--- config.mk ---
export PLATFORM = sky130hd
export DESIGN_NAME = rgd_top
export DESIGN_NICKNAME = d
export VERILOG_FILES = /design/src/verilog/rgd_step_count.v /design/src/verilog/rgd_dc_chan.v /design/src/verilog/rgd_top.v
export VERILOG_INCLUDE_DIRS = /design/src /design/src/verilog
export SDC_FILE = /design/constraint.sdc
export NUM_CORES = 1
export LEC_CHECK = 0
export ABC_AREA = 1
export BUFFER_PORTS_ARGS = -buffer_cell sky130_fd_sc_hd__buf_2
export CORE_ASPECT_RATIO = 1.75
export CORE_MARGIN = 5
export CORE_UTILIZATION = 45
export DETAILED_ROUTE_END_ITERATION = 8
export GPL_ROUTABILITY_DRIVEN = 0
export PLACE_DENSITY = 0.69
export SETUP_SLACK_MARGIN = 0.05
export SYNTH_ARGS = -nofsm -noshare
export SYNTH_HDL_FRONTEND = slang
export SYNTH_SLANG_ARGS = --single-unit
export TNS_END_PERCENT = 100
--- constraint.sdc ---
create_clock -name pclk -period 11.3 [get_ports pclk]
set_input_delay 0.565 -clock pclk [delete_from_list [all_inputs] [get_ports pclk]]
set_output_delay 0.565 -clock pclk [all_outputs]
set_load 0.02 [all_outputs]
--- src/verilog/rgd_map.vh ---
// Register map, field positions, reset values and gain constants of the receive gain decoder.
`ifndef RGD_MAP_VH
`define RGD_MAP_VH

// ****************************************************************
// Register byte addresses (index times four)
// ****************************************************************
`define RGD_IDX_RXGAIN       5'd11
`define RGD_IDX_RXCFG        5'd15
`define RGD_ADDR_RXGAIN      12'h02c
`define RGD_ADDR_RXCFG       12'h03c
`define RGD_ADDR_STEPS       12'h040
`define RGD_ADDR_DCCFG       12'h044
`define RGD_ADDR_STATUS      12'h048
`define RGD_ADDR_TRIM        12'h04c

// ****************************************************************
// Field positions
// ****************************************************************
`define RGD_RXGAIN_LSB       0
`define RGD_RXGAIN_MSB       6
`define RGD_GAINCAL_LSB      0
`define RGD_GAINCAL_MSB      4
`define RGD_FMODE_LSB        8
`define RGD_FMODE_MSB        10
`define RGD_MIXSTEP_LSB      0
`define RGD_MIXSTEP_MSB      3
`define RGD_LNASTEP_LSB      4
`define RGD_LNASTEP_MSB      7
`define RGD_DCMODE_BIT       0
`define RGD_SLOWSH_LSB       1
`define RGD_SLOWSH_MSB       3
`define RGD_FASTSH_LSB       4
`define RGD_FASTSH_MSB       6
`define RGD_SETTLE_LSB       8
`define RGD_SETTLE_MSB       15

// ****************************************************************
// Reset values
// ****************************************************************
`define RGD_RST_RXGAIN       7'h00
`define RGD_RST_GAINCAL      5'h00
`define RGD_RST_FMODE        3'h0
`define RGD_RST_MIXSTEP      4'h0
`define RGD_RST_LNASTEP      4'h0
`define RGD_RST_DCCFG        16'h1042

// ****************************************************************
// Filter modes and gain constants in dB
// ****************************************************************
`define RGD_FMODE_WCDMA7     3'h0
`define RGD_FMODE_WCDMA5     3'h1
`define RGD_FMODE_GSM        3'h2
`define RGD_X_WCDMA          9'd8
`define RGD_X_GSM            9'd17
`define RGD_MIXBASE_WCDMA    9'd18
`define RGD_MIXBASE_GSM      9'd27
`define RGD_VGA_BASE_NEG     9'd6
`define RGD_RANGE_MAX        9'd90
`define RGD_RF_STEP          8'd6
`define RGD_FILT_STEP        8'd12
`define RGD_VGA_MAX          8'd24
`define RGD_FILT_THR         8'd25
`define RGD_MIX_THR_BASE     8'd30
`define RGD_LNA_THR_BASE     8'd48

`endif

--- src/verilog/rgd_step_count.v ---
// Counts how many equally spaced gain thresholds a value has reached.
`timescale 1ns/10ps
`default_nettype none
module rgd_step_count #(
  parameter W       = 8,
  parameter STEPS   = 3,
  parameter SPACING = 6
) (
  input  wire [W-1:0] value,
  input  wire [W-1:0] thresh,
  output reg  [1:0]   count
);
  reg [W+1:0] point;
  integer     k;

  always @* begin
    count = 2'd0;
    point = {2'b00, thresh};
    for (k = 0; k < STEPS; k = k + 1) begin
      if ({2'b00, value} >= point) begin
        count = count + 2'd1;
      end
      point = point + SPACING[W+1:0];
    end
  end
endmodule
`default_nettype wire

--- src/verilog/rgd_dc_chan.v ---
// One channel of the dc offset loop: integrates digitised offsets into a saturating trim word.
`timescale 1ns/10ps
`default_nettype none
module rgd_dc_chan #(
  parameter AW = 10,
  parameter TW = 8,
  parameter FW = 8
) (
  input  wire                 pclk,
  input  wire                 presetn,
  input  wire                 update,
  input  wire signed [AW-1:0] offset,
  input  wire [2:0]           shift,
  output wire signed [TW-1:0] trim
);
  localparam ACW = TW + FW;
  reg  signed [ACW-1:0] acc;
  wire signed [ACW+1:0] step_full;
  wire signed [ACW+1:0] next_sum;
  wire signed [ACW+1:0] acc_max;
  wire signed [ACW+1:0] acc_min;

  // The offset is scaled into the fraction so small residuals still move the trim.
  assign step_full = ($signed({{(ACW+2-AW){offset[AW-1]}}, offset}) <<< (FW - 2)) >>> shift;
  assign next_sum  = {{2{acc[ACW-1]}}, acc} - step_full;
  assign acc_max   = {3'b000, {(ACW-1){1'b1}}};
  assign acc_min   = {3'b111, {(ACW-1){1'b0}}};
  assign trim      = acc[ACW-1:FW];

  always @(posedge pclk or negedge presetn) begin
    if (!presetn) begin
      acc <= {ACW{1'b0}};
    end else if (update) begin
      // Saturation keeps a large offset from wrapping the trim to the opposite sign.
      if (next_sum > acc_max) begin
        acc <= acc_max[ACW-1:0];
      end else if (next_sum < acc_min) begin
        acc <= acc_min[ACW-1:0];
      end else begin
        acc <= next_sum[ACW-1:0];
      end
    end
  end
endmodule
`default_nettype wire

--- src/verilog/rgd_top.v ---
// Receive gain decoder with APB registers and the automatic dc offset loop.
//
// The placing of the registers and register access over APB are this design's own decisions.
`timescale 1ns/10ps
`default_nettype none
`include "rgd_map.vh"

module rgd_top #(
  parameter AW = 10,
  parameter TW = 8
) (
  input  wire                 pclk,
  input  wire                 presetn,
  input  wire                 psel,
  input  wire                 penable,
  input  wire                 pwrite,
  input  wire [11:0]          paddr,
  input  wire [31:0]          pwdata,
  input  wire [3:0]           pstrb,
  output wire                 pready,
  output reg  [31:0]          prdata,
  output wire                 pslverr,
  input  wire                 offset_valid,
  input  wire signed [AW-1:0] offset_i,
  input  wire signed [AW-1:0] offset_q,
  output reg  [1:0]           lna_code,
  output reg  [1:0]           mix_code,
  output reg  [1:0]           filt1_code,
  output reg  [1:0]           filt2_code,
  output reg  [4:0]           vga_code,
  output reg  [2:0]           filter_mode,
  output reg                  gain_change,
  output wire signed [TW-1:0] trim_i,
  output wire signed [TW-1:0] trim_q,
  output wire                 dc_busy
);

  // ****************************************************************
  // Loop states
  // ****************************************************************
  localparam ST_IDLE   = 2'd0;
  localparam ST_SETTLE = 2'd1;
  localparam ST_TRACK  = 2'd2;

  // ****************************************************************
  // Configuration registers
  // ****************************************************************
  reg  [6:0]  rx_gain;
  reg  [4:0]  gain_cal;
  reg  [3:0]  mix_step;
  reg  [3:0]  lna_step;
  reg  [15:0] dc_cfg;
  reg         gain_wr;
  reg  [8:0]  eff_gain;

  wire        setup    = psel & ~penable;
  wire        access   = psel & penable;
  wire        hit_gain = (paddr == `RGD_ADDR_RXGAIN);
  wire        hit_cfg  = (paddr == `RGD_ADDR_RXCFG);
  wire        hit_step = (paddr == `RGD_ADDR_STEPS);
  wire        hit_dc   = (paddr == `RGD_ADDR_DCCFG);
  wire        hit_stat = (paddr == `RGD_ADDR_STATUS);
  wire        hit_trim = (paddr == `RGD_ADDR_TRIM);
  wire        hit_rw   = hit_gain | hit_cfg | hit_step | hit_dc;
  wire        hit_any  = hit_rw | hit_stat | hit_trim;
  wire        bad      = ~hit_any | (pwrite & ~hit_rw);
  wire        wr_ok    = access & pwrite & ~bad;

  // Every access completes with no wait state; read data is caught in setup.
  assign pready  = 1'b1;
  assign pslverr = access & bad;

  always @(posedge pclk or negedge presetn) begin
    if (!presetn) begin
      rx_gain     <= `RGD_RST_RXGAIN;
      gain_cal    <= `RGD_RST_GAINCAL;
      filter_mode <= `RGD_RST_FMODE;
      mix_step    <= `RGD_RST_MIXSTEP;
      lna_step    <= `RGD_RST_LNASTEP;
      dc_cfg      <= `RGD_RST_DCCFG;
      gain_wr     <= 1'b0;
    end else begin
      gain_wr <= 1'b0;
      if (wr_ok && hit_gain && pstrb[0]) begin
        rx_gain <= pwdata[`RGD_RXGAIN_MSB:`RGD_RXGAIN_LSB];
        gain_wr <= 1'b1;
      end
      if (wr_ok && hit_cfg) begin
        if (pstrb[0]) begin
          gain_cal <= pwdata[`RGD_GAINCAL_MSB:`RGD_GAINCAL_LSB];
        end
        if (pstrb[1]) begin
          filter_mode <= pwdata[`RGD_FMODE_MSB:`RGD_FMODE_LSB];
        end
        gain_wr <= pstrb[0] | pstrb[1];
      end
      if (wr_ok && hit_step && pstrb[0]) begin
        mix_step <= pwdata[`RGD_MIXSTEP_MSB:`RGD_MIXSTEP_LSB];
        lna_step <= pwdata[`RGD_LNASTEP_MSB:`RGD_LNASTEP_LSB];
      end
      if (wr_ok && hit_dc) begin
        if (pstrb[0]) begin
          dc_cfg[7:0] <= pwdata[7:0];
        end
        if (pstrb[1]) begin
          dc_cfg[15:8] <= pwdata[15:8];
        end
      end
    end
  end

  // ****************************************************************
  // Gain decode
  // ****************************************************************
  wire        is_gsm    = (filter_mode == `RGD_FMODE_GSM);
  wire [8:0]  x_const   = is_gsm ? `RGD_X_GSM : `RGD_X_WCDMA;
  wire [8:0]  mix_base  = is_gsm ? `RGD_MIXBASE_GSM : `RGD_MIXBASE_WCDMA;
  wire [8:0]  next_eff  = {2'b00, rx_gain} - {4'b0000, gain_cal} + x_const;
  // Headroom above the lowest reachable total, in dB.
  wire [8:0]  floor_g   = mix_base - `RGD_VGA_BASE_NEG;
  wire [8:0]  above     = next_eff - floor_g;
  wire        below_min = next_eff[8] | (next_eff < floor_g);
  wire [8:0]  range_max = `RGD_RANGE_MAX;
  reg  [7:0]  span;
  always @* begin
    if (below_min) begin
      span = 8'd0;
    end else if (above > range_max) begin
      span = range_max[7:0];
    end else begin
      span = above[7:0];
    end
  end

  wire [1:0]  lna_n;
  wire [1:0]  mix_n;
  wire [1:0]  filt_n;
  wire [7:0]  lna_thr = `RGD_LNA_THR_BASE + {4'h0, lna_step};
  wire [7:0]  mix_thr = `RGD_MIX_THR_BASE + {4'h0, mix_step};

  rgd_step_count #(.W(8), .STEPS(3), .SPACING(6)) u_lna (
    .value  (span),
    .thresh (lna_thr),
    .count  (lna_n)
  );

  rgd_step_count #(.W(8), .STEPS(2), .SPACING(6)) u_mix (
    .value  (span),
    .thresh (mix_thr),
    .count  (mix_n)
  );

  wire [7:0]  rf_gain = {3'b000, lna_n, 1'b0} * `RGD_RF_STEP / 8'd2 + {3'b000, mix_n, 1'b0} * `RGD_RF_STEP / 8'd2;
  wire [7:0]  bb_gain = (span > rf_gain) ? (span - rf_gain) : 8'd0;

  // Filter pair, 12 dB combined steps
  rgd_step_count #(.W(8), .STEPS(3), .SPACING(12)) u_filt (
    .value  (bb_gain),
    .thresh (`RGD_FILT_THR),
    .count  (filt_n)
  );

  wire [7:0]  filt_gain = {4'h0, filt_n, 2'b00} * 8'd3;
  wire [7:0]  vga_rest  = bb_gain - filt_gain;
  // VGA remainder in 1 dB, clipped
  wire [7:0]  vga_clip  = (vga_rest > `RGD_VGA_MAX) ? `RGD_VGA_MAX : vga_rest;
  wire [4:0]  next_vga  = vga_clip[4:0];

  always @(posedge pclk or negedge presetn) begin
    if (!presetn) begin
      lna_code    <= 2'd0;
      mix_code    <= 2'd0;
      filt1_code  <= 2'd0;
      filt2_code  <= 2'd0;
      vga_code    <= 5'd0;
      eff_gain    <= 9'd0;
      gain_change <= 1'b0;
    end else begin
      lna_code    <= lna_n;
      mix_code    <= mix_n;
      // Both filter stages share one code
      filt1_code  <= filt_n;
      filt2_code  <= filt_n;
      vga_code    <= next_vga;
      eff_gain    <= next_eff;
      gain_change <= gain_wr;
    end
  end

  // ****************************************************************
  // Dc offset loop control
  // ****************************************************************
  reg  [1:0]  loop_st;
  reg  [1:0]  next_loop_st;
  reg  [7:0]  settle_cnt;
  reg  [7:0]  next_settle_cnt;
  wire        hpf_mode  = dc_cfg[`RGD_DCMODE_BIT];
  wire [7:0]  settle_n  = dc_cfg[`RGD_SETTLE_MSB:`RGD_SETTLE_LSB];
  wire [2:0]  slow_sh   = dc_cfg[`RGD_SLOWSH_MSB:`RGD_SLOWSH_LSB];
  wire [2:0]  fast_sh   = dc_cfg[`RGD_FASTSH_MSB:`RGD_FASTSH_LSB];
  wire        loop_upd  = offset_valid & (loop_st != ST_IDLE);
  // Fast settling is an HPF feature; the servo always integrates at its own rate.
  wire [2:0]  loop_sh   = (hpf_mode && loop_st == ST_SETTLE) ? fast_sh : slow_sh;

  assign dc_busy = (loop_st == ST_SETTLE);

  always @* begin
    next_loop_st    = loop_st;
    next_settle_cnt = settle_cnt;
    case (loop_st)
      ST_IDLE: begin
        if (hpf_mode) begin
          next_loop_st = ST_TRACK;
        end
      end
      ST_SETTLE: begin
        if (offset_valid) begin
          if (settle_cnt <= 8'd1) begin
            next_settle_cnt = 8'd0;
            next_loop_st    = hpf_mode ? ST_TRACK : ST_IDLE;
          end else begin
            next_settle_cnt = settle_cnt - 8'd1;
          end
        end
      end
      ST_TRACK: begin
        if (!hpf_mode) begin
          next_loop_st = ST_IDLE;
        end
      end
      default: begin
        next_loop_st    = ST_IDLE;
        next_settle_cnt = 8'd0;
      end
    endcase
    if (gain_change && settle_n != 8'd0) begin
      next_loop_st    = ST_SETTLE;
      next_settle_cnt = settle_n;
    end
  end

  always @(posedge pclk or negedge presetn) begin
    if (!presetn) begin
      loop_st    <= ST_IDLE;
      settle_cnt <= 8'd0;
    end else begin
      loop_st    <= next_loop_st;
      settle_cnt <= next_settle_cnt;
    end
  end

  rgd_dc_chan #(.AW(AW), .TW(TW), .FW(8)) u_dc_i (
    .pclk    (pclk),
    .presetn (presetn),
    .update  (loop_upd),
    .offset  (offset_i),
    .shift   (loop_sh),
    .trim    (trim_i)
  );

  rgd_dc_chan #(.AW(AW), .TW(TW), .FW(8)) u_dc_q (
    .pclk    (pclk),
    .presetn (presetn),
    .update  (loop_upd),
    .offset  (offset_q),
    .shift   (loop_sh),
    .trim    (trim_q)
  );

  // ****************************************************************
  // Read data
  // ****************************************************************
  reg [31:0] next_rdata;
  always @* begin
    next_rdata = 32'h0000_0000;
    if (hit_gain) begin
      next_rdata[6:0] = rx_gain;
    end else if (hit_cfg) begin
      next_rdata[4:0]  = gain_cal;
      next_rdata[10:8] = filter_mode;
    end else if (hit_step) begin
      next_rdata[7:0] = {lna_step, mix_step};
    end else if (hit_dc) begin
      next_rdata[15:0] = dc_cfg;
    end else if (hit_stat) begin
      next_rdata[4:0]   = vga_code;
      next_rdata[6:5]   = filt1_code;
      next_rdata[8:7]   = mix_code;
      next_rdata[10:9]  = lna_code;
      next_rdata[11]    = dc_busy;
      next_rdata[13:12] = loop_st;
      next_rdata[24:16] = eff_gain;
    end else if (hit_trim) begin
      next_rdata[TW-1:0]    = trim_i;
      next_rdata[TW+7:8]    = trim_q;
    end
  end

  always @(posedge pclk or negedge presetn) begin
    if (!presetn) begin
      prdata <= 32'h0000_0000;
    end else if (setup && !pwrite) begin
      prdata <= next_rdata;
    end
  end
endmodule
`default_nettype wire

==> reports/qor.log, run 1 <==
INFO  run_status     outcome=finished, final reports clean
INFO  clock_network  cts_tree=yes
INFO  global_route   grt_max_degree=77
INFO  worst_hold_path min_path_type=in2async
INFO  floorplanning  floorplan.rows=74
INFO  synthesis      most_area_consuming_cells_after_synthesis=sky130_fd_sc_hd__dfrtp_1 (29%), sky130_fd_sc_hd__ha_1 (13%), sky130_fd_sc_hd__nand2_1 (12%)
INFO  clock_network  clk_pin_slew=0.06ns
INFO  sta            final.setup_skew=0.007696ns
INFO  synthesis      yosys_register_bits=128
INFO  synthesis      synth.top_cell.area_share=29.43%
INFO  power_and_ir_drop power.density_cell_area=171.3mW/mm^2
INFO  routing        drt_drc_violations_left=0
INFO  routing        drt-wirelength-per-cell=16.11microns
INFO  global_route   grtUsageTotal=22.91%
INFO  final_layout   fillers=2312
INFO  critical_path  critical_path_class=reg2reg
INFO  critical_path  critical_path_required=11.66ns
INFO  sta            rsz0062_at_grt=false
INFO  routing        drt_wl_total=30.55mm
INFO  clock_network  cts.root.buffer_cell=sky130_fd_sc_hd__clkbuf_16
INFO  sta            final_setup_tns=0ns
INFO  clock_network  max-clock-path-buffers=2
INFO  clock_network  worst_skew_pair.late_latency=0.43ns
INFO  flow_run       timing.max_cap.violations=0
INFO  critical_path  worst_path_max_delay_cell=sky130_fd_sc_hd__fa_1
INFO  routing        drtAntennaViolNets=0
INFO  floorplanning  start_util=45.55%
INFO  global_route   grt_first_pass_wirelength=49.47mm
INFO  synthesis      yosysMostFrequentCell=sky130_fd_sc_hd__nand2_1
INFO  global_route   gr-total-overflow=0
INFO  synthesis      ys_types=50
INFO  final_layout   layout-drive-gt1-share=13.57%
INFO  sta            layout_worst_path_cycle_share=90.19%
INFO  synthesis      synth_top_cell_by_area=sky130_fd_sc_hd__dfrtp_1
INFO  final_layout   antennaDiodeCount=0
INFO  critical_path  max_stage_delay=0.46ns
INFO  synthesis      synth.avg_cell_area=7.205squm
INFO  synthesis      synth_async_sr_flop_share=100.0%
INFO  power_and_ir_drop power=2.066mW
INFO  global_route   initial_antenna_violation_count=0
INFO  clock_network  numClockSinks=128
INFO  global_route   grt_pass1_vias=10066
INFO  sta            final_max_slew_viol_count=0
INFO  synthesis      seq_area_frac_synth=30.17%
INFO  floorplanning  floorplan.core_area=0.02333sqmm
INFO  critical_path  timing.critical_path.arrival=10.55ns
INFO  routing        via_count=10208
INFO  critical_path  start_kind=flop
INFO  sta            report.final.setup_viol=0
INFO  sta            max_freq=98.12MHz
INFO  clock_network  cts_buffers=17
INFO  sta            finalHoldViolCount=0
INFO  critical_path  r2r-end=vga_code[0]
INFO  final_layout   design.final.nets=1767
INFO  critical_path  worstReg2RegStart=gain_cal[2]
INFO  clock_network  htree_levels=4
INFO  synthesis      synth-edff-count=0
INFO  final_layout   area_growth=13.49%
INFO  critical_path  cpMostUsedCell=sky130_fd_sc_hd__nand2_1
INFO  sta            worst-slew-pin-transition=1.222ns
INFO  placed_design  dpl.hpwl=24.73mm
INFO  floorplanning  die_x=126.2microns
INFO  critical_path  cp_max_fo=10
INFO  synthesis      synth-warning-count=0
INFO  routing        viasPerCell=5.384
INFO  critical_path  cells_on_worst_reg2reg_path=75
INFO  floorplanning  fp.dieArea=0.02691sqmm
INFO  critical_path  setup.reg_to_reg.worst_slack=1.11ns
INFO  synthesis      dominantRegCellSynth=sky130_fd_sc_hd__dfrtp_1
INFO  synthesis      synth.cell_area=0.01063sqmm
INFO  routing        first_pass_iters=5
INFO  power_and_ir_drop p_leak=6.405nW
INFO  synthesis      yosys-top-cells-count=sky130_fd_sc_hd__nand2_1 (334), sky130_fd_sc_hd__inv_1 (215), sky130_fd_sc_hd__o21ai_0 (138)
INFO  routing        drt_iter0_drc=632
INFO  sta            period_minus_slack=10.19ns
INFO  synthesis      mapped_cells=1475
INFO  floorplanning  fp.dieH=213.3microns
INFO  placed_design  io_buffers=115
INFO  critical_path  worstSetupEndpointType=flop
INFO  power_and_ir_drop power.ir.vdd_worst=0.1193mV
INFO  floorplanning  count_of_boundary_i_o_pins=142
INFO  sta            slew_headroom=18.35%
[report_power, final]
part	internal (mW)	switching, mW
combinational	0.325	0.565
clock	0.375	0.213
sequential	0.531	0.0579
total	1.23	0.835
[what timing repair did]
action,in CTS,in global routing
hold buffers,0,0
endpoints found under the setup margin,0,5
setup buffers,0,1
hold endpoints to repair,0,0
resized for setup,0,2
[how the worst max path moves through the flow]
stage,startpoint,to,cells past startpoint
floorplan,rx_gain[2],vga_code[2],73
global placement,rx_gain[2],vga_code[2],73
detailed placement,rx_gain[2],vga_code[1],73
CTS,gain_cal[2],vga_code[0],74
global route,rx_gain[0],vga_code[2],74
finish,gain_cal[2],vga_code[0],75
[logic make-up after synthesis]
kind of cell / after synthesis / share of synthesized area (%)
flip-flops: 128 / 30.17
multiplexers: 11 / 1.095
adder cells (fa/ha/maj): 114 / 13.85
AO/OA/AOI/OAI: 303 / 16.59
other: 2 / 0.07066
XOR/XNOR: 35 / 2.884
AND/OR/NAND/NOR: 607 / 24.71
buffers and inverters: 275 / 10.63
[cell usage in the layout (no fill, tap or decap), types with 19 or more instances in the layout]
| cell type | count |
|---|---|
| sky130_fd_sc_hd__buf_2 | 114 |
| sky130_fd_sc_hd__inv_1 | 215 |
| sky130_fd_sc_hd__nand3_1 | 79 |
| sky130_fd_sc_hd__or2_2 | 19 |
| sky130_fd_sc_hd__dfrtp_1 | 125 |
| sky130_fd_sc_hd__nor2_1 | 108 |
| sky130_fd_sc_hd__a21oi_1 | 71 |
| sky130_fd_sc_hd__o21ai_0 | 135 |
| sky130_fd_sc_hd__nand2_1 | 334 |
| sky130_fd_sc_hd__xor2_1 | 24 |
| sky130_fd_sc_hd__ha_1 | 108 |
[registers in the layout, summed over array words and instances (netlist names)]
name         flops
mix_code         2
prdata          25
loop_st          2
gain_cal         5
rx_gain          7
gain_wr          1
vga_code         5
lna_code         2
lna_step         4
eff_gain         9
mix_step         4
u_dc_i.acc      16
gain_change      1
settle_cnt       8
filter_mode      3
filt2_code       2
dc_cfg          16
u_dc_q.acc      16
[through the flow]
stage | instances | utilization (%) | area (sq um) | hold slack, ns | setup WS (ns)
2_1_floorplan | 1483 | - | 10660 | 0.2694 | 2.111
3_3_place_gp | 1863 | 48.95 | 11420 | 0.3743 | 1.050
3_5_place_dp | 1863 | 48.95 | 11420 | 0.3750 | 0.9275
4_1_cts | 1895 | 51.65 | 12050 | 0.1824 | 0.8668
5_1_grt | 1896 | 51.69 | 12060 | 0.2304 | 0.09900
6_report | 1896 | 51.69 | 12060 | 0.1714 | 1.108
[final cells by class]
type                       count  area [sq um]  share of cell area (%)
clock buffer                  19         442.9                   3.672
clock inverter                13         186.4                   1.546
inverter                     223         837.1                   6.940
multi-input combinational   1080          6325                   52.44
sequential                   128          3207                   26.59
tap                          304         380.4                   3.154
timing repair buffer         129         683.2                   5.664
[routing by layer]
layer | global-route usage (%) | part of all wire, %
met5 | 0 | 0
met4 | 10.85 | 4.1
met1 | 23.72 | 36
met3 | 3.354 | 4.7
met2 | 44.70 | 55
[critical path: cells and delay by family (launching register included)]
family	cells	cell delay [ns]
adder cells (fa/ha/maj)	10	3.08
AND/OR/NAND/NOR	36	3.15
AO/OA/AOI/OAI	9	1.61
flip-flops	1	0.38
buffers and inverters	16	1.20
XOR/XNOR	4	0.71
Power figures use the tool's default switching activity.
==> inputs of run 2 (changes only) <==
Clock period 11.3 ns to 10.9 ns, I/O delays scaled along.
==> run 2 against run 1 <==
  * Critical path depth shrank 8
  * Die area is the same
  * Combinational power grew 3.5%
  * Cell count grew 0.37%
  * Highest routed layer unchanged
  * Hold slack gained 0.063 ns
  * First-iteration DRC count grew 4.3%
  * Setup slack lost 0.14 ns
  * Global-route usage shrank 0.18 points
  * Clock power shrank 3.6%
==> reports/qor.log, run 2 (synthesized netlist as in run 1, its figures left out) <==
INFO  run_status     outcome=finished, final reports clean
INFO  global_route   grt_first_pass_wirelength=48.76mm
INFO  power_and_ir_drop power.ir.vdd_worst=0.1106mV
INFO  clock_network  worst_skew_pair.late_latency=0.43ns
INFO  critical_path  cp_max_fo=10
INFO  floorplanning  fp.dieH=213.3microns
INFO  sta            period_minus_slack=9.934ns
INFO  sta            layout_worst_path_cycle_share=91.14%
INFO  critical_path  max_stage_delay=0.46ns
INFO  final_layout   max_flop_register=prdata
INFO  clock_network  cts_buffers=17
INFO  floorplanning  count_of_boundary_i_o_pins=142
INFO  global_route   grt_pass1_vias=10024
INFO  sta            max_freq=100.7MHz
INFO  critical_path  worst_path_max_delay_cell=sky130_fd_sc_hd__fa_1
INFO  global_route   gr-total-overflow=0
INFO  final_layout   finalCoreUtilization=51.88%
INFO  floorplanning  start_util=45.55%
INFO  critical_path  worstSetupEndpointType=flop
INFO  critical_path  cpMostUsedCell=sky130_fd_sc_hd__inv_1
INFO  clock_network  max-clock-path-buffers=2
INFO  sta            worst-slew-pin-transition=1.207ns
INFO  worst_hold_path min_path_type=in2async
INFO  floorplanning  die_x=126.2microns
INFO  critical_path  cells_on_worst_reg2reg_path=67
INFO  final_layout   final_cells=1903
INFO  sta            final_max_slew_viol_count=0
INFO  placed_design  numPlacedInstances=1866
INFO  critical_path  worstReg2RegStart=gain_cal[0]
INFO  clock_network  post_cts_hold_buffer_count=0
INFO  critical_path  r2r-end=vga_code[2]
INFO  global_route   grt_max_degree=69
INFO  clock_network  clk_pin_slew=0.06ns
INFO  global_route   initial_antenna_violation_count=0
INFO  sta            final.setup_skew=0.01090ns
INFO  floorplanning  floorplan.rows=74
INFO  final_layout   layout_common_cells=sky130_fd_sc_hd__nand2_1 (334), sky130_fd_sc_hd__inv_1 (214), sky130_fd_sc_hd__o21ai_0 (131)
INFO  sta            final_setup_tns=0ns
INFO  routing        drt_drc_violations_left=0
INFO  final_layout   area_growth=13.90%
INFO  clock_network  htree_levels=4
INFO  flow_run       timing.max_cap.violations=0
INFO  routing        via_count=10228
INFO  sta            rsz0062_at_grt=false
INFO  routing        drtAntennaViolNets=0
INFO  final_layout   layout_commonest_cell=sky130_fd_sc_hd__nand2_1
INFO  final_layout   design.final.nets=1774
INFO  placed_design  dpl.hpwl=24.55mm
INFO  critical_path  timing.critical_path.arrival=10.25ns
INFO  global_route   grtUsageTotal=22.73%
INFO  final_layout   largest_register_ffs=25
INFO  floorplanning  fp.dieArea=0.02691sqmm
INFO  routing        drt_wl_total=30.47mm
INFO  power_and_ir_drop p_leak=6.431nW
INFO  sta            finalHoldViolCount=0
INFO  critical_path  start_kind=flop
INFO  clock_network  cts.root.buffer_cell=sky130_fd_sc_hd__clkbuf_16
INFO  routing        drt-wirelength-per-cell=16.01microns
INFO  critical_path  setup.reg_to_reg.worst_slack=0.97ns
INFO  routing        viasPerCell=5.375
INFO  floorplanning  floorplan.core_area=0.02333sqmm
INFO  routing        first_pass_iters=5
INFO  sta            slew_headroom=19.36%
INFO  critical_path  critical_path_class=reg2reg
INFO  power_and_ir_drop power.density_cell_area=173.4mW/mm^2
INFO  critical_path  critical_path_required=11.22ns
INFO  routing        drt_iter0_drc=659
INFO  sta            report.final.setup_viol=0
INFO  clock_network  cts_tree=yes
INFO  placed_design  io_buffers=115
INFO  clock_network  numClockSinks=128
INFO  sta            holdWs=0.2349ns
INFO  final_layout   antennaDiodeCount=0
INFO  final_layout   layout-drive-gt1-share=14.51%
==> run 2: timing repair <==
action,CTS,global route
buffers inserted,0,5
resized for setup,0,17
endpoints found under the setup margin,0,5
endpoints found under the hold margin,0,0
==> run 2: power by group <==
| group | internal (mW) | switching (mW) | leakage, nW |
|---|---|---|---|
| logic | 0.338 | 0.582 | 4.51 |
| registers | 0.550 | 0.0612 | 1.63 |
| clock network | 0.343 | 0.224 | 0.283 |
==> run 2: worst max-delay path, delay by kind of cell (launching register included) <==
family / cells / cell delay [ns]
xor gates and xnor gates: 2 / 0.36
and+or+nand+nor: 33 / 3.09
buffers and inverters: 13 / 1.03
adders and majority gates: 12 / 3.89
AOI/OAI and AO/OA: 7 / 1.01
DFF: 1 / 0.43
==> run 2: layer usage <==
metal / share of wire [%] / global-route usage (%)
met3: 4.5 / 3.730
met1: 37 / 23.80
met4: 5.0 / 12.11
met2: 53 / 43.06
met5: 0 / 0
==> run 2: worst max path at each step <==
stage                      from     endpoint  slack (ns)  cells after the start
global placement     rx_gain[2]  vga_code[2]        0.71                     75
floorplan            rx_gain[2]  vga_code[2]        1.71                     73
CTS                 gain_cal[2]  vga_code[2]        0.51                     76
detailed placement  gain_cal[2]  vga_code[0]        0.55                     76
global route        gain_cal[1]  vga_code[0]        0.06                     76
finish              gain_cal[0]  vga_code[2]        0.97                     67
==> run 2: layout make-up <==
class                   count  area (sq um)
fillers                  2370         11230
clock buffers              19         442.9
multi-input cells        1080          6362
well taps                 304         380.4
repair buffers            136         735.7
flip-flops and latches    128          3208
inverters                 223         837.1
clock inverters            13         138.9
==> run 2: per-stage QoR <==
| stage | setup WS (ns) | instance area [sq um] | power, mW |
|---|---|---|---|
| 6_report | 0.9657 | 12110 | 2.099 |
| 3_5_place_dp | 0.5508 | 11440 | 1.532 |
| 3_3_place_gp | 0.7128 | 11440 | 1.514 |
| 5_1_grt | 0.06379 | 12110 | 2.265 |
| 4_1_cts | 0.5078 | 12030 | 2.106 |
| 2_1_floorplan | 1.711 | 10660 | 1.329 |
